[src/rtl/dtcu_pkg.sv]
// Summary of operation
// One 8-bit and one 16-bit counter
// Shared 10-bit prescaler, independent tap choice
// Taps divide by 1, 8, 64, 256, 1024
// Narrow counter: clock, prescaled, pin, stopped
// Wide counter offers same clock sources
// External count pin synchronised to system clock
// Pin source keeps one period between edges
// Narrow overflow flag and enable shared
// Flag order: wide ovf, A, B, capture, narrow
// Mask enables aligned with flag positions
// Wide count compared with A and B
// Optional clear on compare A match
// Compare match applies configured pin action
// Control A: two actions, PWM resolution
// PWM resolution of 8, 9 or 10 bits
// Two glitch-free centred PWM outputs
// Capture copies count, sets capture flag
// Comparator selectable as capture trigger
// Control B: cancel, edge, clear, clock select
// Wide values accessed as high and low bytes
// Clock select codes: stop, clk, taps, edges
// Interrupt while flag and enable; write-one clears
package dtcu_pkg;
  // Register indices; the bus byte address is four times the index
  localparam logic [5:0] IDX_CAP_LO = 6'h24;
  localparam logic [5:0] IDX_CAP_HI = 6'h25;
  localparam logic [5:0] IDX_CMPB_LO = 6'h28;
  localparam logic [5:0] IDX_CMPB_HI = 6'h29;
  localparam logic [5:0] IDX_CMPA_LO = 6'h2A;
  localparam logic [5:0] IDX_CMPA_HI = 6'h2B;
  localparam logic [5:0] IDX_WCNT_LO = 6'h2C;
  localparam logic [5:0] IDX_WCNT_HI = 6'h2D;
  localparam logic [5:0] IDX_WCTL_B = 6'h2E;
  localparam logic [5:0] IDX_WCTL_A = 6'h2F;
  localparam logic [5:0] IDX_CAP_SRC = 6'h30;
  localparam logic [5:0] IDX_NCNT = 6'h32;
  localparam logic [5:0] IDX_NCTL = 6'h33;
  localparam logic [5:0] IDX_FLAGS = 6'h38;
  localparam logic [5:0] IDX_MASK = 6'h39;
  // Flag and mask bit positions
  localparam int BIT_WIDE_OVF = 7;
  localparam int BIT_CMPA = 6;
  localparam int BIT_CMPB = 5;
  localparam int BIT_CAPT = 3;
  localparam int BIT_NARROW_OVF = 1;
  localparam logic [7:0] FLAG_USED = 8'hEA;
  // Control B bit positions
  localparam int BIT_NOISE_EN = 7;
  localparam int BIT_EDGE_SEL = 6;
  localparam int BIT_CLR_ON_A = 3;
  // Clock select codes
  localparam logic [2:0] CS_STOP = 3'h0;
  localparam logic [2:0] CS_CLK = 3'h1;
  localparam logic [2:0] CS_DIV8 = 3'h2;
  localparam logic [2:0] CS_DIV64 = 3'h3;
  localparam logic [2:0] CS_DIV256 = 3'h4;
  localparam logic [2:0] CS_DIV1024 = 3'h5;
  localparam logic [2:0] CS_EXT_FALL = 3'h6;
  localparam logic [2:0] CS_EXT_RISE = 3'h7;
  // Output actions
  localparam logic [1:0] ACT_NONE = 2'h0;
  localparam logic [1:0] ACT_TOGGLE = 2'h1;
  localparam logic [1:0] ACT_CLEAR = 2'h2;
  localparam logic [1:0] ACT_SET = 2'h3;
  // PWM tops
  localparam logic [15:0] TOP_8 = 16'h00FF;
  localparam logic [15:0] TOP_9 = 16'h01FF;
  localparam logic [15:0] TOP_10 = 16'h03FF;
  // Reset values
  localparam logic [7:0] RST_BYTE = 8'h00;
  localparam logic [15:0] RST_WORD = 16'h0000;
  // Samples that must agree before the capture filter moves
  localparam int NOISE_SAMPLES = 4;
endpackage : dtcu_pkg

[src/rtl/dtcu_sync.sv]
`timescale 1ns/1ns
// Two-stage synchroniser with edge pulses from the synchronised level
module dtcu_sync
  import dtcu_pkg::*;
(
  input wire logic pclk,
  input wire logic presetn,
  input wire logic pin_in,
  output logic level,
  output logic rise,
  output logic fall
);
  logic meta_q;
  logic sync_q;
  logic prev_q;

  always_ff @(posedge pclk or negedge presetn)
  begin
    if (!presetn)
    begin
      meta_q <= 1'b0;
      sync_q <= 1'b0;
      prev_q <= 1'b0;
    end
    else
    begin
      meta_q <= pin_in;
      sync_q <= meta_q;
      prev_q <= sync_q;
    end
  end

  assign level = sync_q;
  assign rise = sync_q & ~prev_q;
  assign fall = ~sync_q & prev_q;
endmodule : dtcu_sync

[src/rtl/dtcu_top.sv]
// The implementer's own choice: the APB interface to the registers.
`timescale 1ns/1ns
module dtcu_top
  import dtcu_pkg::*;
#(
  parameter int ADDR_W = 8
)
(
  input wire logic pclk,
  input wire logic presetn,
  input wire logic psel,
  input wire logic penable,
  input wire logic pwrite,
  input wire logic [ADDR_W-1:0] paddr,
  input wire logic [31:0] pwdata,
  output logic [31:0] prdata,
  output logic pready,
  output logic pslverr,
  input wire logic narrow_count_pin,
  input wire logic wide_count_pin,
  input wire logic capture_pin,
  input wire logic comparator_in,
  output logic compare_a_out,
  output logic compare_b_out,
  output logic irq
);

  // Bus handshake
  logic pready_q;
  logic pslverr_q;
  logic [31:0] prdata_q;
  logic [7:0] rd_byte;
  wire [5:0] idx = paddr[7:2];
  wire acc = psel & penable & ~pready_q;
  wire wr_go = psel & penable & pready_q & pwrite;
  wire [7:0] wb = pwdata[7:0];
  wire hit = (idx == IDX_CAP_LO) | (idx == IDX_CAP_HI) |
             (idx == IDX_CMPB_LO) | (idx == IDX_CMPB_HI) |
             (idx == IDX_CMPA_LO) | (idx == IDX_CMPA_HI) |
             (idx == IDX_WCNT_LO) | (idx == IDX_WCNT_HI) |
             (idx == IDX_WCTL_B) | (idx == IDX_WCTL_A) |
             (idx == IDX_CAP_SRC) | (idx == IDX_NCNT) |
             (idx == IDX_NCTL) | (idx == IDX_FLAGS) | (idx == IDX_MASK);

  // Software state
  logic [2:0] ncs_q;
  logic [7:0] ncnt_q;
  logic [7:0] wctl_a_q;
  logic [7:0] wctl_b_q;
  logic [15:0] wcnt_q;
  logic [15:0] cmpa_q;
  logic [15:0] cmpb_q;
  logic [15:0] cmpa_act_q;
  logic [15:0] cmpb_act_q;
  logic [15:0] cap_q;
  logic cap_src_q;
  logic [7:0] flags_q;
  logic [7:0] mask_q;
  logic down_q;
  logic oca_q;
  logic ocb_q;
  logic irq_q;
  logic [9:0] pre_q;

  // Write decode
  wire w_ncnt = wr_go & (idx == IDX_NCNT);
  wire w_wcnt_lo = wr_go & (idx == IDX_WCNT_LO);
  wire w_wcnt_hi = wr_go & (idx == IDX_WCNT_HI);
  wire w_wcnt = w_wcnt_lo | w_wcnt_hi;
  wire w_flags = wr_go & (idx == IDX_FLAGS);

  // Control fields
  wire [1:0] act_a = wctl_a_q[7:6];
  wire [1:0] act_b = wctl_a_q[5:4];
  wire [1:0] pwm_sel = wctl_a_q[1:0];
  wire noise_en = wctl_b_q[BIT_NOISE_EN];
  wire edge_sel = wctl_b_q[BIT_EDGE_SEL];
  wire clr_on_a = wctl_b_q[BIT_CLR_ON_A];
  wire [2:0] wcs = wctl_b_q[2:0];
  wire pwm_on = (pwm_sel != 2'h0);

  // Synchronised pins
  logic n_rise, n_fall;
  logic w_lvl, w_rise, w_fall;
  logic c_lvl, a_lvl;

  dtcu_sync u_sync_n (.pclk(pclk), .presetn(presetn),
    .pin_in(narrow_count_pin), .level(), .rise(n_rise),
    .fall(n_fall));
  dtcu_sync u_sync_w (.pclk(pclk), .presetn(presetn),
    .pin_in(wide_count_pin), .level(w_lvl), .rise(w_rise),
    .fall(w_fall));
  dtcu_sync u_sync_c (.pclk(pclk), .presetn(presetn),
    .pin_in(capture_pin), .level(c_lvl), .rise(), .fall());
  dtcu_sync u_sync_a (.pclk(pclk), .presetn(presetn),
    .pin_in(comparator_in), .level(a_lvl), .rise(), .fall());

  // One shared prescaler, taps picked per counter
  wire tap8 = &pre_q[2:0];
  wire tap64 = &pre_q[5:0];
  wire tap256 = &pre_q[7:0];
  wire tap1024 = &pre_q;

  function automatic logic pick_tick(input logic [2:0] cs,
    input logic t8, input logic t64, input logic t256,
    input logic t1024, input logic er, input logic ef);
    logic t;
    t = 1'b0;
    case (cs)
      CS_STOP: t = 1'b0;
      CS_CLK: t = 1'b1;
      CS_DIV8: t = t8;
      CS_DIV64: t = t64;
      CS_DIV256: t = t256;
      CS_DIV1024: t = t1024;
      CS_EXT_FALL: t = ef;
      CS_EXT_RISE: t = er;
      default: t = 1'b0;
    endcase
    return t;
  endfunction : pick_tick

  wire n_tick = pick_tick(ncs_q, tap8, tap64, tap256, tap1024,
                          n_rise, n_fall);
  wire w_tick = pick_tick(wcs, tap8, tap64, tap256, tap1024,
                          w_rise, w_fall);

  // Narrow counter overflow
  wire n_ovf = n_tick & (ncnt_q == 8'hFF);

  // Wide counter next value
  logic [15:0] top;
  always_comb
  begin
    case (pwm_sel)
      2'h1: top = TOP_8;
      2'h2: top = TOP_9;
      2'h3: top = TOP_10;
      default: top = 16'hFFFF;
    endcase
  end

  wire match_a = w_tick & (wcnt_q == cmpa_act_q);
  wire match_b = w_tick & (wcnt_q == cmpb_act_q);
  wire at_top = pwm_on & ~down_q & (wcnt_q >= top);
  wire at_bot = pwm_on & down_q & (wcnt_q == 16'h0000);
  wire w_ovf = w_tick & (pwm_on ? at_bot : (wcnt_q == 16'hFFFF));

  logic [15:0] wcnt_d;
  logic down_d;
  always_comb
  begin
    wcnt_d = wcnt_q;
    down_d = down_q;
    if (w_tick)
    begin
      if (pwm_on)
      begin
        // Count up to top then back down to zero
        if (at_top)
        begin
          down_d = 1'b1;
          wcnt_d = wcnt_q - 16'h0001;
        end
        else if (at_bot)
        begin
          down_d = 1'b0;
          wcnt_d = 16'h0001;
        end
        else if (down_q)
          wcnt_d = wcnt_q - 16'h0001;
        else
          wcnt_d = wcnt_q + 16'h0001;
      end
      else if (clr_on_a && match_a)
        wcnt_d = RST_WORD;
      else
        wcnt_d = wcnt_q + 16'h0001;
    end
    if (!pwm_on)
      down_d = 1'b0;
    if (w_wcnt_lo)
      wcnt_d = {wcnt_q[15:8], wb};
    if (w_wcnt_hi)
      wcnt_d = {wb, wcnt_q[7:0]};
  end

  // Output pin action for one channel
  function automatic logic oc_next(input logic [1:0] act,
    input logic pwm, input logic dn, input logic cur);
    logic v;
    v = cur;
    if (pwm)
    begin
      // Clear on the way up, set on the way down: centred pulse
      if (act == ACT_CLEAR)
        v = dn;
      else if (act == ACT_SET)
        v = ~dn;
    end
    else
    begin
      case (act)
        ACT_TOGGLE: v = ~cur;
        ACT_CLEAR: v = 1'b0;
        ACT_SET: v = 1'b1;
        default: v = cur;
      endcase
    end
    return v;
  endfunction : oc_next

  // Capture path with optional noise filter
  logic [NOISE_SAMPLES-1:0] samp_q;
  logic filt_q;
  logic filt_prev_q;
  wire cap_raw = cap_src_q ? a_lvl : c_lvl;
  wire all_hi = &samp_q;
  wire all_lo = ~|samp_q;
  wire cap_lvl = noise_en ? filt_q : samp_q[0];
  wire cap_evt = edge_sel ? (cap_lvl & ~filt_prev_q)
                          : (~cap_lvl & filt_prev_q);

  wire [7:0] flag_set = {w_ovf, match_a, match_b, 1'b0, cap_evt,
                         1'b0, n_ovf, 1'b0};
  wire [7:0] flag_clr = w_flags ? (wb & FLAG_USED) : 8'h00;
  // A set in the clearing cycle wins
  wire [7:0] flags_d = ((flags_q & ~flag_clr) | flag_set)
                       & FLAG_USED;

  always_ff @(posedge pclk or negedge presetn)
  begin
    if (!presetn)
    begin
      pre_q <= 10'h000;
      ncnt_q <= RST_BYTE;
      wcnt_q <= RST_WORD;
      down_q <= 1'b0;
      flags_q <= RST_BYTE;
      oca_q <= 1'b0;
      ocb_q <= 1'b0;
      irq_q <= 1'b0;
    end
    else
    begin
      pre_q <= pre_q + 10'h001;
      if (w_ncnt)
        ncnt_q <= wb;
      else if (n_tick)
        ncnt_q <= ncnt_q + 8'h01;
      wcnt_q <= wcnt_d;
      down_q <= down_d;
      flags_q <= flags_d;
      if (match_a)
        oca_q <= oc_next(act_a, pwm_on, down_q, oca_q);
      if (match_b)
        ocb_q <= oc_next(act_b, pwm_on, down_q, ocb_q);
      irq_q <= |(flags_q & mask_q);
    end
  end

  // Compare buffers reload at top in PWM so a pulse is never cut
  always_ff @(posedge pclk or negedge presetn)
  begin
    if (!presetn)
    begin
      cmpa_act_q <= RST_WORD;
      cmpb_act_q <= RST_WORD;
    end
    else if (!pwm_on || (w_tick && at_top))
    begin
      cmpa_act_q <= cmpa_q;
      cmpb_act_q <= cmpb_q;
    end
  end

  always_ff @(posedge pclk or negedge presetn)
  begin
    if (!presetn)
    begin
      samp_q <= '0;
      filt_q <= 1'b0;
      filt_prev_q <= 1'b0;
      cap_q <= RST_WORD;
    end
    else
    begin
      samp_q <= {samp_q[NOISE_SAMPLES-2:0], cap_raw};
      if (all_hi)
        filt_q <= 1'b1;
      else if (all_lo)
        filt_q <= 1'b0;
      filt_prev_q <= cap_lvl;
      if (cap_evt)
        cap_q <= wcnt_q;
    end
  end

  // Register writes
  always_ff @(posedge pclk or negedge presetn)
  begin
    if (!presetn)
    begin
      ncs_q <= 3'h0;
      wctl_a_q <= RST_BYTE;
      wctl_b_q <= RST_BYTE;
      cmpa_q <= RST_WORD;
      cmpb_q <= RST_WORD;
      cap_src_q <= 1'b0;
      mask_q <= RST_BYTE;
    end
    else if (wr_go)
    begin
      case (idx)
        IDX_NCTL: ncs_q <= wb[2:0];
        IDX_WCTL_A: wctl_a_q <= wb & 8'hF3;
        IDX_WCTL_B: wctl_b_q <= wb & 8'hCF;
        IDX_CMPA_LO: cmpa_q[7:0] <= wb;
        IDX_CMPA_HI: cmpa_q[15:8] <= wb;
        IDX_CMPB_LO: cmpb_q[7:0] <= wb;
        IDX_CMPB_HI: cmpb_q[15:8] <= wb;
        IDX_CAP_SRC: cap_src_q <= wb[0];
        IDX_MASK: mask_q <= wb & FLAG_USED;
        default: ;
      endcase
    end
  end

  // Read selection
  always_comb
  begin
    case (idx)
      IDX_CAP_LO: rd_byte = cap_q[7:0];
      IDX_CAP_HI: rd_byte = cap_q[15:8];
      IDX_CMPB_LO: rd_byte = cmpb_q[7:0];
      IDX_CMPB_HI: rd_byte = cmpb_q[15:8];
      IDX_CMPA_LO: rd_byte = cmpa_q[7:0];
      IDX_CMPA_HI: rd_byte = cmpa_q[15:8];
      IDX_WCNT_LO: rd_byte = wcnt_q[7:0];
      IDX_WCNT_HI: rd_byte = wcnt_q[15:8];
      IDX_WCTL_B: rd_byte = wctl_b_q;
      IDX_WCTL_A: rd_byte = wctl_a_q;
      IDX_CAP_SRC: rd_byte = {7'h00, cap_src_q};
      IDX_NCNT: rd_byte = ncnt_q;
      IDX_NCTL: rd_byte = {5'h00, ncs_q};
      IDX_FLAGS: rd_byte = flags_q;
      IDX_MASK: rd_byte = mask_q;
      default: rd_byte = 8'h00;
    endcase
  end

  // One wait state: pready rises the cycle after penable
  always_ff @(posedge pclk or negedge presetn)
  begin
    if (!presetn)
    begin
      pready_q <= 1'b0;
      pslverr_q <= 1'b0;
      prdata_q <= 32'h00000000;
    end
    else
    begin
      pready_q <= acc;
      pslverr_q <= acc & ~hit;
      if (acc && !pwrite)
        prdata_q <= {24'h000000, rd_byte};
    end
  end

  assign prdata = prdata_q;
  assign pready = pready_q;
  assign pslverr = pslverr_q;
  assign compare_a_out = oca_q;
  assign compare_b_out = ocb_q;
  assign irq = irq_q;
endmodule : dtcu_top
[config.mk]
export PLATFORM = sky130hd
export DESIGN_NAME = dtcu_top
export DESIGN_NICKNAME = d
export VERILOG_FILES = /design/src/rtl/dtcu_pkg.sv /design/src/rtl/dtcu_sync.sv /design/src/rtl/dtcu_top.sv
export SDC_FILE = /design/constraint.sdc
export NUM_CORES = 1
export LEC_CHECK = 0
export BUFFER_PORTS_ARGS = -buffer_cell sky130_fd_sc_hd__buf_2
export CORE_ASPECT_RATIO = 0.6
export CORE_MARGIN = 3
export CORE_UTILIZATION = 35
export CTS_CLUSTER_DIAMETER = 40
export DETAILED_ROUTE_END_ITERATION = 8
export GPL_ROUTABILITY_DRIVEN = 0
export HOLD_SLACK_MARGIN = 0.02
export PLACE_DENSITY = 0.53
export SYNTH_ARGS = -nofsm -noshare
export SYNTH_HDL_FRONTEND = slang
export SYNTH_SLANG_ARGS = --single-unit
[constraint.sdc]
create_clock -name pclk -period 3.76 [get_ports pclk]
set_input_delay 0 -clock pclk [delete_from_list [all_inputs] [get_ports pclk]]
set_output_delay 0 -clock pclk [all_outputs]
set_load 0.03 [all_outputs]
# [Word-level counts from Yosys, hierarchy flattened]
# Index checks and enable logic that the tools add are counted.
[totals] memories=0 latchBits=0 input_bits=49 romBits=0 mem_bits_rw=0 wordCells=212 reg_bits=170
[op_classes] magnitude_cmp=1 n_bitwise=53 multipliers=0 n_reduce_logical=36 shift=0 eq_ne=48 div=0 muxes=33 n_addsub=4
[op_table] op="16-bit 2-to-1 mux" n=8
[op_table] op="8-bit case mux with 15 select lines" n=1
[op_table] op="6-bit equality test, second input constant" n=15
[op_table] op="16-bit case mux with 3 select lines" n=1
[op_table] op="16-bit equality test" n=2
[op_table] op="3-bit equality test, second input constant" n=8
[op_table] op="8-bit 2-to-1 mux" n=3
[op_table] op="2-bit AND reduction" n=12
[op_table] op="1-bit bitwise AND" n=23
[op_table] op="16-bit by 1-bit adder with 16-bit output, second input constant" n=1
[op_table] op="8-bit bitwise AND" n=2
[op_table] op="16-bit equality test, second input constant" n=1
[op_table] op="16-bit >= comparator" n=1
[op_table] op="16-bit logical NOT" n=1
[op_table] op="1-bit 2-to-1 mux" n=16
[op_table] op="1-bit case mux with 8 select lines" n=2
[op_table] op="16-bit by 1-bit subtractor with 16-bit output, second input constant" n=1
[op_table] op="1-bit bitwise OR" n=14
[op_table] op="2-bit equality test, second input constant" n=6
[op_table] op="3-bit by 2-bit equality test with 1-bit output, second input constant" n=4
[op_table] op="1-bit NOT" n=12
[op_table] op="10-bit by 1-bit adder with 10-bit output, second input constant" n=1
[op_table] op="10-bit AND reduction" n=1
[op_table] op="3-bit by 1-bit != test with 1-bit output, second input constant" n=3
[op_table] op="other kinds (21)" n=36

# [Depth between registers and ports, before layout]
# Gate-level depths: netlist (run 1).
[logic_depth] word_depth=17 mapped_depth=14

# [Cells and area by module]
# A second synthesis (run 1) with hierarchy kept.
[unflattened] hier_cells=887 hier_area_um2=9376.5
[by_module_without_submodules] module="dtcu_top" cells_per_inst=867 n_inst=1 seq_area_each_um2=4003.8 area_per_inst_um2=9016.1
[by_module_without_submodules] module="dtcu_sync" cells_per_inst=5 n_inst=4 seq_area_each_um2=75.1 area_per_inst_um2=90.1

# [Worst setup path after synthesis (run 1)]
# Ideal clock, no wire load.
[synth_timing] path_kind="register to register" start="reg wctl_a_q[1]" end="reg cmpb_act_q[11]" path_slack_ps=661 stages_incl_launch_ff=12 arrival_time_ps=2975 cell_sequence="dfrtp_1 -> inv_1 -> ha_1 -> clkbuf_1 -> inv_1 -> ha_1 -> a41oi_1 -> a21o_1 -> nand4_1 -> a31oi_1 -> buf_2 -> mux2_2"
[synth_via] elab_chain_len=6 word_cells_on_any_way=11 classes_between="order compare (1); eq/ne (3); mux (1); bitwise (2); reduce/logical (4)"
[synth_rtl] item="start: declaration" line_no="dtcu_top.sv:48" text="logic [7:0] wctl_a_q;"
[synth_rtl] item="start signal: assignment" line_no="dtcu_top.sv:316" text="IDX_WCTL_A: wctl_a_q <= wb & 8'hF3;"
[synth_rtl] item="2-bit equality test or 2-bit by 1-bit equality test with 1-bit output (tied branches)" line_no="dtcu_top.sv:135" text="case (pwm_sel)"
[synth_rtl] item="16-bit case mux with 3 select lines" line_no="dtcu_top.sv:135"
[synth_rtl] item="16-bit >= comparator" line_no="dtcu_top.sv:145" text="wire at_top = pwm_on & ~down_q & (wcnt_q >= top);"
[synth_rtl] item="1-bit bitwise AND" line_no="dtcu_top.sv:145"
[synth_rtl] item="1-bit logical AND" line_no="dtcu_top.sv:270" text="else if (!pwm_on || (w_tick && at_top))"
[synth_rtl] item="1-bit logical OR (*)" line_no="dtcu_top.sv:270"
[synth_rtl] item="end signal: assignment" line_no="dtcu_top.sv:273" text="cmpb_act_q <= cmpb_q;"
[synth_rtl] item="end: declaration" line_no="dtcu_top.sv:54" text="logic [15:0] cmpb_act_q;"
# Mark *: on every way between the ends. The rest lies on a longest branch, timed or not.
# A chain may end at the register's enable or synchronous reset.

# [Worst setup path after layout (run 1)]
[layout_timing] start="reg wcnt_q[0]" end="reg wcnt_q[9]"
[layout_via] elab_chain_len=8 word_cells_on_any_way=17 classes_between="add/sub (2); order compare (1); eq/ne (1); mux (8); bitwise (3); reduce/logical (2)"
[layout_rtl] item="start: declaration" line_no="dtcu_top.sv:50" text="logic [15:0] wcnt_q;"
[layout_rtl] item="start signal: assignment" line_no="dtcu_top.sv:251" text="wcnt_q <= wcnt_d;"
[layout_rtl] item="16-bit by 1-bit adder with 16-bit output (tied with other cells)" line_no="dtcu_top.sv:173, dtcu_top.sv:178"
[layout_rtl] item="16-bit 2-to-1 mux (tied with other cells)" line_no="dtcu_top.sv:170" text="else if (down_q)"
[layout_rtl] item="16-bit 2-to-1 mux or 1-bit logical AND (tied branches)" line_no="dtcu_top.sv:165, dtcu_top.sv:175"
[layout_rtl] item="16-bit 2-to-1 mux (on tied branches)" line_no="dtcu_top.sv:160, dtcu_top.sv:175"
[layout_rtl] item="16-bit 2-to-1 mux (*)" line_no="dtcu_top.sv:157" text="if (pwm_on)"
[layout_rtl] item="16-bit 2-to-1 mux (*)" line_no="dtcu_top.sv:155" text="if (w_tick)"
[layout_rtl] item="16-bit 2-to-1 mux (*)" line_no="dtcu_top.sv:182" text="if (w_wcnt_lo)"
[layout_rtl] item="16-bit 2-to-1 mux (*)" line_no="dtcu_top.sv:184" text="if (w_wcnt_hi)"
# Mark *: on every way between the ends. The rest lies on a longest branch, timed or not. The select of a mux whose other input is x is not followed.

==> results by group, run 1 <==
Status
  • Run status: finished, final reports clean

Finish
  • Share of post-route cells with drive strength above 1: between 20% and 30%
  • Diodes inserted: 0
  • Fin nets: between 900 and 1000
  • Design area: 10500 um2
  • Layout area overhead: 14.6%

Clocking
  • Hold-fix buffers at CTS: 17
  • Clock slew at reported path FFs: about 0.070 ns
  • Post-CTS repair timing setup buffer count: 0
  • Htree depth: 4
  • CTS tree: yes
  • Worst-Skew Late Latency: roughly 0.45 ns
  • PostCTS Resize Cnt: 0
  • Max clock buf depth: 2
  • Clock sinks: 170
  • CTS root buf: clkbuf_16
  • Num CTS Buffers: 17

Timing
  • Final Hold Vio Count: 0
  • Final period util: about 90%
  • Max Fclk: between 200 and 300 MHz
  • Pins Over Slew Limit: 0
  • Clock skew: roughly 0.012 ns
  • Setup violators final: 0
  • RSZ-0062 raised after global routing: false
  • Setup TNS: 0 ns
  • Fin crit period: ~3.5 ns
  • Worst Tran Pin Value: 1.14 ns
  • Slew margin rel.: 24.3%

Global routing
  • Largest net degree at the start of global routing: 97
  • First-pass GRT wire length: roughly 46000 um
  • All-Layer GR Usage: roughly 22%
  • Vias in the first global route: between 6000 and 7000
  • Remaining Overflow, GRT: 0
  • Antenna violations before repair: 1

Logic synthesis
  • Post-synthesis cell type count: 67
  • Synth warn: 0
  • Most frequent cell after synthesis: dfrtp_1
  • Synth Area per Inst: 10.4 um2
  • Post-synth top area share: 46.5%
  • Synth cell count leaders: 170 x dfrtp_1, 95 x mux2_2, 65 x nand2_1
  • Async S/R FF share, synth: 100%
  • Top cells by area, synth: dfrtp_1 47%, mux2_2 12%, xor2_1 3.9%
  • Post-synth top flop: dfrtp_1
  • Cells after Synth: 877
  • Seq/Total Area, Yosys: a little under half
  • Number of flops mapped to enable cells by yosys: 0
  • Mapped Area: slightly above 9000 um2
  • Dominant cell type by area after synthesis: dfrtp_1
  • Post-synthesis register bit count: between 150 and 200

Critical path
  • Crit. Startpoint: wcnt_q[0]$_DFFE_PN0P_
  • R2R Path Start: wcnt_q[0]$_DFFE_PN0P_
  • Crit path kind: flip-flop to flip-flop
  • Req. time, crit path: 4.10 ns
  • Crit path DAT: 3.80 ns
  • Crit Path Max Fanout: 10
  • Worst setup EP type: flip-flop
  • CP Launch Type: flip-flop

Routing
  • Vias: 7354
  • Initial DRC count: between 1000 and 1500
  • Routed wire length: around 30000 um
  • DRT Pass-1 Iters: 7
  • Post-DRT Antenna Nets: 0
  • Post-DR wirelength/cell: 23.4 um
  • Vias/cell: approximately 5.7
  • Drt drc: 0

Power
  • Combinational Power Share: between 10% and 20%
  • Sw frac: 29.8%
  • Sw Pwr: 0.00128 W
  • Sequential Power Share: between 40% and 50%
  • Total internal power: slightly above 0.003 W
  • Clk pwr share: 39.7%
  • LEAKAGE: 4.73 nW
  • P per Cell Area: approximately 410 nW/um2
  • Peak VDD IR: 0.286 mV

Floorplan
  • Die Width: 215 um
  • Core Rows: 45
  • Placeable Area: 25500 um2
  • Top-Level Pins: 86
  • Die Ht: between 100 and 150 um
  • Die ar.: roughly 28000 um2
  • Initial Utilization: 35.9%

Flow run
  • Max-Cap Viols: 0

Hold path
  • Min-delay worst type: input pin to flip-flop
  • Hold path start: pwrite

Placed design
  • Detail Placement HPWL: around 22000 um
  • Port Buffer Count: 35
  • Post-DP Area: between 9000 and 10000 um2
-- state kept, by name, indices dropped and copies added, names as in the netlist, 4 cells and up --
signal and count:
cap_q 16, cmpa_act_q 16, cmpa_q 16, cmpb_act_q 16
cmpb_q 16, flags_q 5, mask_q 5, ncnt_q 8
prdata 8, pre_q 10, samp_q 4, wcnt_q 16
wctl_a_q 6, wctl_b_q 6
-- cells in the final DEF, fill, tap and decap left out, types with 17 or more instances in the layout --
master	Yosys	layout
a21oi_1	36	35
a22oi_1	19	19
buf_2	4	34
buf_4	25	32
clkbuf_16	0	17
conb_1	1	24
dfrtp_1	170	170
dlygate4sd3_1	0	17
mux2_2	95	95
nand2_1	65	65
nand3_1	22	22
nand4_1	17	17
nor2_1	58	58
nor3_1	20	19
o21ai_0	39	39
xor2_1	41	41
-- layer usage --
layer	share of wire, %	GRT usage [%]	up-vias
met3	12	8.39	34
li1	-	-	3309
met2	37	26.0	358
met4	1.4	5.32	0
met1	50	35.1	3653
met5	0	0	-
-- cells by family (layout without fill, tap and decap cells) --
family,count (synthesis),after routing,synth area share (%)
AOI/OAI and AO/OA,191,191,14.4
DFF,170,170,46.5
adders and majority gates,15,15,2.05
muxes,107,107,13.0
other,1,24,0.0410
and+or+nand+nor,252,252,14.1
xor gates and xnor gates,52,52,4.98
buffers and inverters,89,133,4.82
-- metrics by stage --
stage               worst slack [ns]  hold WS (ns)  utilization, %  std cells  power, W
floorplan                      0.661        -0.296               -        900   0.00239
global placement               0.352        0.0867            38.3       1247   0.00259
detailed placement             0.385        0.0856            38.3       1247   0.00260
CTS                            0.365        0.0590            41.1       1296   0.00432
global route                   0.113        0.0958            41.1       1296   0.00448
finish                         0.298        0.0902            41.1       1296   0.00430
-- path summary, 6_finish.rpt --
kind,slack [ns],cells after the start,to
worst max-delay path,0.30,10,wcnt_q[9]$_DFFE_PN0P_
worst min-delay path,0.09,4,prdata[3]$_DFFE_PN0P_
worst max register to register,0.30,10,wcnt_q[9]$_DFFE_PN0P_
worst min register to register,0.35,0,u_sync_a.level$_DFF_PN0_
max in group asynchronous,2.65,3,u_sync_a.level$_DFF_PN0_
min in group asynchronous,0.14,2,cap_q[8]$_DFFE_PN0P_
-- power by group through the flow --
stage	clock (W)	sequential, W	combinational (W)
3_3_place_gp	0	0.00208	0.000514
3_5_place_dp	0	0.00208	0.000521
6_report	0.00171	0.00205	0.000542
4_1_cts	0.00174	0.00204	0.000537
2_1_floorplan	0	0.00204	0.000347
5_1_grt	0.00182	0.00206	0.000597
-- critical path: stages, from the launching register on --
cell     delay, ns
dfrtp_1       0.54
inv_1         0.28
ha_1          0.29
or4b_4        0.53
nor3_2        0.20
nand2_1       0.14
or4_1         0.66
nand2_8       0.19
o221a_1       0.21
nor3_1        0.05
a221o_1       0.26
-- area by class of cell --
cell class,instances,area (um2)
clock buffer,18,429
clock inverter,14,123
fill,2505,15000
inverter,16,60.1
multi-input combinational,641,4560
sequential,170,4250
tap,352,440
timing repair buffer,85,612
No activity file was read; power rests on OpenSTA's default activity.
==> run 2, diff against run 1 <==
Settings changed: GPL_TIMING_DRIVEN from default to 0, PLACE_DENSITY 0.53 to 0.55.
Clock period 3.76 ns to 2.8 ns, I/O delays scaled along.
==> results by group, run 2 (same netlist as run 1, synthesis figures left out) <==
Status
  • Run status: finished, final reports clean

Routing
  • DRT Pass-1 Iters: 8
  • Post-DR wirelength/cell: roughly 24 um
  • Post-DRT Antenna Nets: 0
  • Drt drc: 0
  • Vias: ~8000
  • Vias/cell: 5.72
  • Initial DRC count: roughly 1200
  • Routed wire length: 32800 um

Timing
  • Pins Over Slew Limit: 0
  • Worst Slack Setup Final: roughly 0.00013 ns
  • RSZ-0062 raised after global routing: true
  • Final Hold Vio Count: 0
  • Setup TNS: 0 ns
  • Final period util: roughly 100%
  • Slew margin rel.: between 10% and 20%
  • Max Fclk: ~360 MHz
  • Fin crit period: ~2.8 ns
  • Clock skew: between 0.01 and 0.015 ns
  • Worst Tran Pin Value: approximately 1.3 ns
  • Setup violators final: 0

Finish
  • Most frequent cells in the layout: 168 x dfrtp_1, 70 x mux2_2, 64 x buf_4, 61 x nand2_1, 55 x nor2_1
  • Commonest non-fill, non-tap cell in the layout: dfrtp_1
  • Area of the multi-input gates: roughly 5000 um2
  • Diodes inserted: 0
  • Layout area overhead: 28.2%
  • Area occupied by registers: 4260 um2
  • Share of post-route cells with drive strength above 1: approximately 30%
  • Design area: 11700 um2
  • Fin nets: between 1000 and 1500
  • Filler cell count: ~2400

Power
  • Peak VDD IR: 0.328 mV
  • LEAKAGE: 5.28 nW
  • P per Cell Area: roughly 530 nW/um2
  • Clk pwr share: approximately two fifths
  • Sequential Power Share: a little over two fifths
  • Total Power: just over 0.006 W
  • Total internal power: about 0.0045 W
  • Sw Pwr: 0.00173 W
  • Sw frac: approximately 28%
  • Combinational Power Share: between 15 and 20%

Clocking
  • Max clock buf depth: 2
  • Clock sinks: 170
  • Num CTS Buffers: 17
  • CTS root buf: clkbuf_16
  • Worst-Skew Late Latency: between 0.4 and 0.5 ns
  • Clock slew at reported path FFs: 0.07 ns
  • CTS tree: yes
  • Htree depth: 4

Placed design
  • Dpl ws: -1.22 ns
  • Post-DP Area: roughly 9900 um2
  • Port Buffer Count: 31
  • Detail Placement HPWL: between 20000 and 25000 um

Global routing
  • Antenna violations before repair: 2
  • Largest net degree at the start of global routing: between 100 and 150
  • Remaining Overflow, GRT: 0
  • All-Layer GR Usage: 22.8%
  • First-pass GRT wire length: ~48000 um
  • Vias in the first global route: ~7400

Critical path
  • Crit path max-delay family: simple AND/OR/NAND/NOR gates
  • Crit path DAT: roughly 3.1 ns
  • Crit-path slowest cell: or4_1
  • CP peak stage delay: ~0.6 ns
  • Req. time, crit path: around 3.1 ns
  • CP Cell Sequence: buf_2 > or4_1 > nor3_4 > nand2_2 > or4_4 > nand2_8 > o221a_1 > nor3_1 > a221o_1
  • Worst setup EP type: flip-flop
  • Crit Path Max Fanout: 10
  • CP Launch Type: flip-flop
  • Buf/Inv on CP: 1
  • Crit path kind: flip-flop to flip-flop

Floorplan
  • Die ar.: roughly 28000 um2
  • Die Ht: between 100 and 150 um
  • Die Width: between 200 and 250 um
  • Core Rows: 45
  • Top-Level Pins: 86
  • Initial Utilization: between 30% and 40%
  • Placeable Area: 25500 um2

Flow run
  • Max-Cap Viols: 0

Hold path
  • Min-delay worst type: input pin to flip-flop
run 2: changes by cell type in the layout (fill, tap and decap cells not counted), moves of 5 or more:
cell / previous run / this run
buf_6: 1 / 9
clkbuf_2: 0 / 5
mux2_2: 95 / 70
clkbuf_1: 1 / 25
nor3_1: 19 / 14
buf_4: 32 / 64
ha_1: 15 / 7
mux2_4: 0 / 26
ha_4: 0 / 7
inv_1: 16 / 11
buf_12: 1 / 6
run 2: worst register-to-register path, delay by kind of cell (launching register included):
kind | cells | cell delay, ns
flops | 1 | 0.36
buf+inv | 1 | 0.24
compound gates | 2 | 0.46
simple gates | 6 | 1.62
run 2: metal layers:
metal / GRT usage (%) / up-vias / share of wire (%)
met5: 0 / - / 0
met4: 5.50 / 0 / 1.5
met3: 10.8 / 44 / 14
met2: 27.7 / 422 / 38
met1: 35.1 / 3927 / 47
li1: - / 3481 / -
run 2: metrics by stage:
step | std cells | hold slack, ns | utilization, %
after floorplan | 900 | -0.296 | -
after global placement | 1283 | 0.108 | 38.6
after detailed placement | 1284 | -0.0230 | 38.7
after CTS | 1366 | 0.0671 | 44.3
after global routing | 1377 | 0.123 | 46.0
final | 1377 | 0.0945 | 46.0
run 2: power groups by stage:
stage / sequential [W] / combinational (W) / clock [W]
floorplan: 0.00274 / 0.000468 / 0
detailed placement: 0.00274 / 0.000796 / 0
global placement: 0.00273 / 0.000783 / 0
CTS: 0.00269 / 0.000889 / 0.00257
finish: 0.00270 / 0.000972 / 0.00254
global route: 0.00271 / 0.00104 / 0.00268
run 2: path summary, 6_finish.rpt:
check                                     startpoint                        to  slack [ns]  depth (start not counted)
setup / recovery               wcnt_q[7]$_DFFE_PN0P_     wcnt_q[9]$_DFFE_PN0P_      0.0001                          9
hold / removal                                pwrite     prdata[6]$_DFFE_PN0P_        0.09                          4
setup reg to reg               wcnt_q[7]$_DFFE_PN0P_     wcnt_q[9]$_DFFE_PN0P_      0.0001                          9
hold reg to reg            u_sync_w.meta_q$_DFF_PN0_  u_sync_w.level$_DFF_PN0_        0.35                          0
max in group asynchronous                    presetn     cmpb_q[4]$_DFFE_PN0P_        1.79                          3
min in group asynchronous                    presetn     ncnt_q[3]$_DFFE_PN0P_        0.11                          2
run 2: timing repair:
| action | 4_1_cts | 5_1_grt |
|---|---|---|
| gates resized for setup | 72 | 89 |
| cloned | 2 | 2 |
| endpoints found under the setup margin | 53 | 50 |
| pin swaps | 20 | 28 |
| hold buffers | 14 | 0 |
| buffers inserted | 36 | 12 |
| hold endpoints to repair | 83 | 0 |
run 2: layout make-up:
cell class | count | share of cell area (%)
clock inverter | 11 | 1.45
sequential | 170 | 36.3
inverter | 16 | 0.832
tap | 352 | 3.76
multi-input combinational | 642 | 42.7
buffer | 69 | 3.89
timing repair buffer | 97 | 7.13
clock buffer | 20 | 3.89
==> run 3, diff against run 2 <==
Settings changed: SETUP_SLACK_MARGIN from default to 0.3.
==> results by group, run 3 (same netlist as run 1, synthesis figures left out) <==
Routing
  • Routed wire length: 32800 um
  • Post-DRT Antenna Nets: 0
  • Drt drc: 0
  • Initial DRC count: 1113
  • DRT Pass-1 Iters: 6
  • Post-DR wirelength/cell: 23.7 um
  • Vias: about 7900
  • Vias/cell: 5.74

Global routing
  • All-Layer GR Usage: a little under a quarter
  • Antenna violations before repair: 0
  • Vias in the first global route: 7587
  • First-pass GRT wire length: 48900 um
  • Remaining Overflow, GRT: 0
  • Largest net degree at the start of global routing: between 100 and 150

Floorplan
  • Core Rows: 45
  • Die Width: 215 um
  • Placeable Area: 25500 um2
  • Top-Level Pins: 86
  • Initial Utilization: ~36%
  • Die Ht: 131 um
  • Die ar.: ~28000 um2

Timing
  • Max Fclk: between 300 and 400 MHz
  • Clock skew: 0.0123 ns
  • Worst Tran Pin Value: approximately 1.2 ns
  • Final period util: 103%
  • Final Hold Vio Count: 0
  • Fin crit period: 2.90 ns
  • Slew margin rel.: roughly 17%
  • Setup violators final: 34
  • Worst Slack Setup Final: -0.0961 ns
  • Pins Over Slew Limit: 0
  • RSZ-0062 raised after global routing: true

Critical path
  • Worst setup EP type: flip-flop
  • Most Frequent Cell on Critical Path: buf_12
  • Crit Path Max Fanout: 7
  • Crit path max-delay family: buffers and inverters
  • Crit-path slowest cell: dfrtp_1
  • Crit path DAT: around 3.2 ns
  • Number of cells on the worst reg-to-reg path: 15
  • Crit path kind: flip-flop to flip-flop
  • CP Cell Sequence: inv_2 > ha_4 > clkbuf_16 > inv_16 > ha_4 > nand4_1 > nor2_2 > nand2_2 > nand4_1 > buf_4 > a31oi_4 > buf_12 > buf_12 > buf_12 > mux2_2
  • CP Launch Type: flip-flop
  • Crit path depth: 15
  • CP peak stage delay: 0.38 ns
  • Req. time, crit path: 3.13 ns
  • Buf/Inv on CP: 7

Power
  • Sequential Power Share: 44.6%
  • Total internal power: between 0.004 and 0.005 W
  • LEAKAGE: around 5.3 nW
  • Sw frac: between 20% and 30%
  • Clk pwr share: between 30% and 40%
  • Sw Pwr: about 0.0017 W
  • Peak VDD IR: just under 0.3 mV
  • Combinational Power Share: roughly 16%
  • P per Cell Area: roughly 500 nW/um2

Placed design
  • Detail Placement HPWL: 22700 um
  • Inst Count DP: between 1000 and 1500
  • Port Buffer Count: 31

Hold path
  • Min-delay worst type: input pin to asynchronous set/reset pin

Status
  • Failing checks: negative setup slack
  • Run status: complete, but fails checks

Finish
  • Diodes inserted: 0
  • Layout area overhead: 30.1%
  • Util after Layout: 46.7%
  • Commonest non-fill, non-tap cell in the layout: dfrtp_1
  • Most frequent cells in the layout: 168 x dfrtp_1, 75 x mux2_2, 63 x nand2_1, 57 x buf_4, 52 x nor2_1
  • Share of post-route cells with drive strength above 1: 32.8%
  • Non-filler cells, final: 1382
  • Fin nets: around 1100

Clocking
  • Max clock buf depth: 2
  • Worst-Skew Late Latency: between 0.4 and 0.5 ns
  • CTS tree: yes
  • Htree depth: 4
  • Num CTS Buffers: 17
  • Clock slew at reported path FFs: 0.07 ns
  • Clock sinks: between 150 and 200
  • CTS root buf: clkbuf_16

Flow run
  • Max-Cap Viols: 0
run 3: worst reg2reg max path, delay by kind of cell (launching register included):
kind,cells,cell delay (ns)
buffers and inverters,7,0.89
AO/OA/AOI/OAI,1,0.09
multiplexers,1,0.27
adder cells (fa/ha/maj),2,0.40
AND/OR/NAND/NOR,4,0.76
flip-flops,1,0.38
run 3: power by group through the flow:
stage | Combinational (W) | Clock (W) | Sequential [W]
2_1_floorplan | 0.000485 | 0 | 0.00274
3_3_place_gp | 0.000792 | 0 | 0.00274
3_5_place_dp | 0.000800 | 0 | 0.00275
4_1_cts | 0.000883 | 0.00245 | 0.00270
5_1_grt | 0.00102 | 0.00254 | 0.00272
6_report | 0.000954 | 0.00241 | 0.00271
run 3: metrics by stage:
step | area [um2] | setup TNS, ns | power, W | hold WS, ns | setup WS, ns
4_1_cts | 11500 | -0.0618 | 0.00604 | 0.0330 | -0.0122
2_1_floorplan | 9390 | 0 | 0.00323 | -0.296 | 0.110
3_3_place_gp | 9980 | -212.89 | 0.00354 | 0.107 | -1.14
6_report | 11900 | -1.53 | 0.00608 | 0.0736 | -0.0961
5_1_grt | 11900 | -4.55 | 0.00629 | 0.106 | -0.163
3_5_place_dp | 10000 | -22.76 | 0.00355 | -0.0315 | -0.576
run 3: worst paths after layout:
check                      slack, ns                   endpoint                 startpoint
min reg2reg                     0.35   u_sync_a.level$_DFF_PN0_  u_sync_a.meta_q$_DFF_PN0_
max in group asynchronous       1.78      cmpb_q[4]$_DFFE_PN0P_                    presetn
max reg2reg                     -0.1  cmpa_act_q[0]$_DFFE_PN0P_    wctl_a_q[1]$_DFFE_PN0P_
min in group pclk               0.12    wctl_b_q[2]$_DFFE_PN0P_                  pwdata[2]
max                             -0.1  cmpa_act_q[0]$_DFFE_PN0P_    wctl_a_q[1]$_DFFE_PN0P_
min                             0.07      wcnt_q[4]$_DFFE_PN0P_                    presetn
run 3: layout make-up:
| type | count | area (um2) |
|---|---|---|
| repair buffers | 98 | 898 |
| flip-flops and latches | 170 | 4260 |
| multi-input cells | 642 | 5100 |
| clock buffers | 22 | 454 |
| fillers | 2394 | 13600 |
| plain buffers | 73 | 538 |
| inverters | 16 | 86.3 |
| well taps | 352 | 440 |
| clock inverters | 9 | 123 |
run 3: repair_timing:
action	in CTS	in global routing
hold endpoints to repair	83	1
setup endpoints to repair	66	62
buffers inserted	38	11
gates cloned	3	0
resized for setup	99	75
hold buffers	14	1
pin swaps	29	39
run 3: metal layers:
metal  routed length [um]  track usage, %
met5                    0               0
met4                  623            6.50
met3                 3990            8.78
met2                12600            29.6
met1                15600            35.9
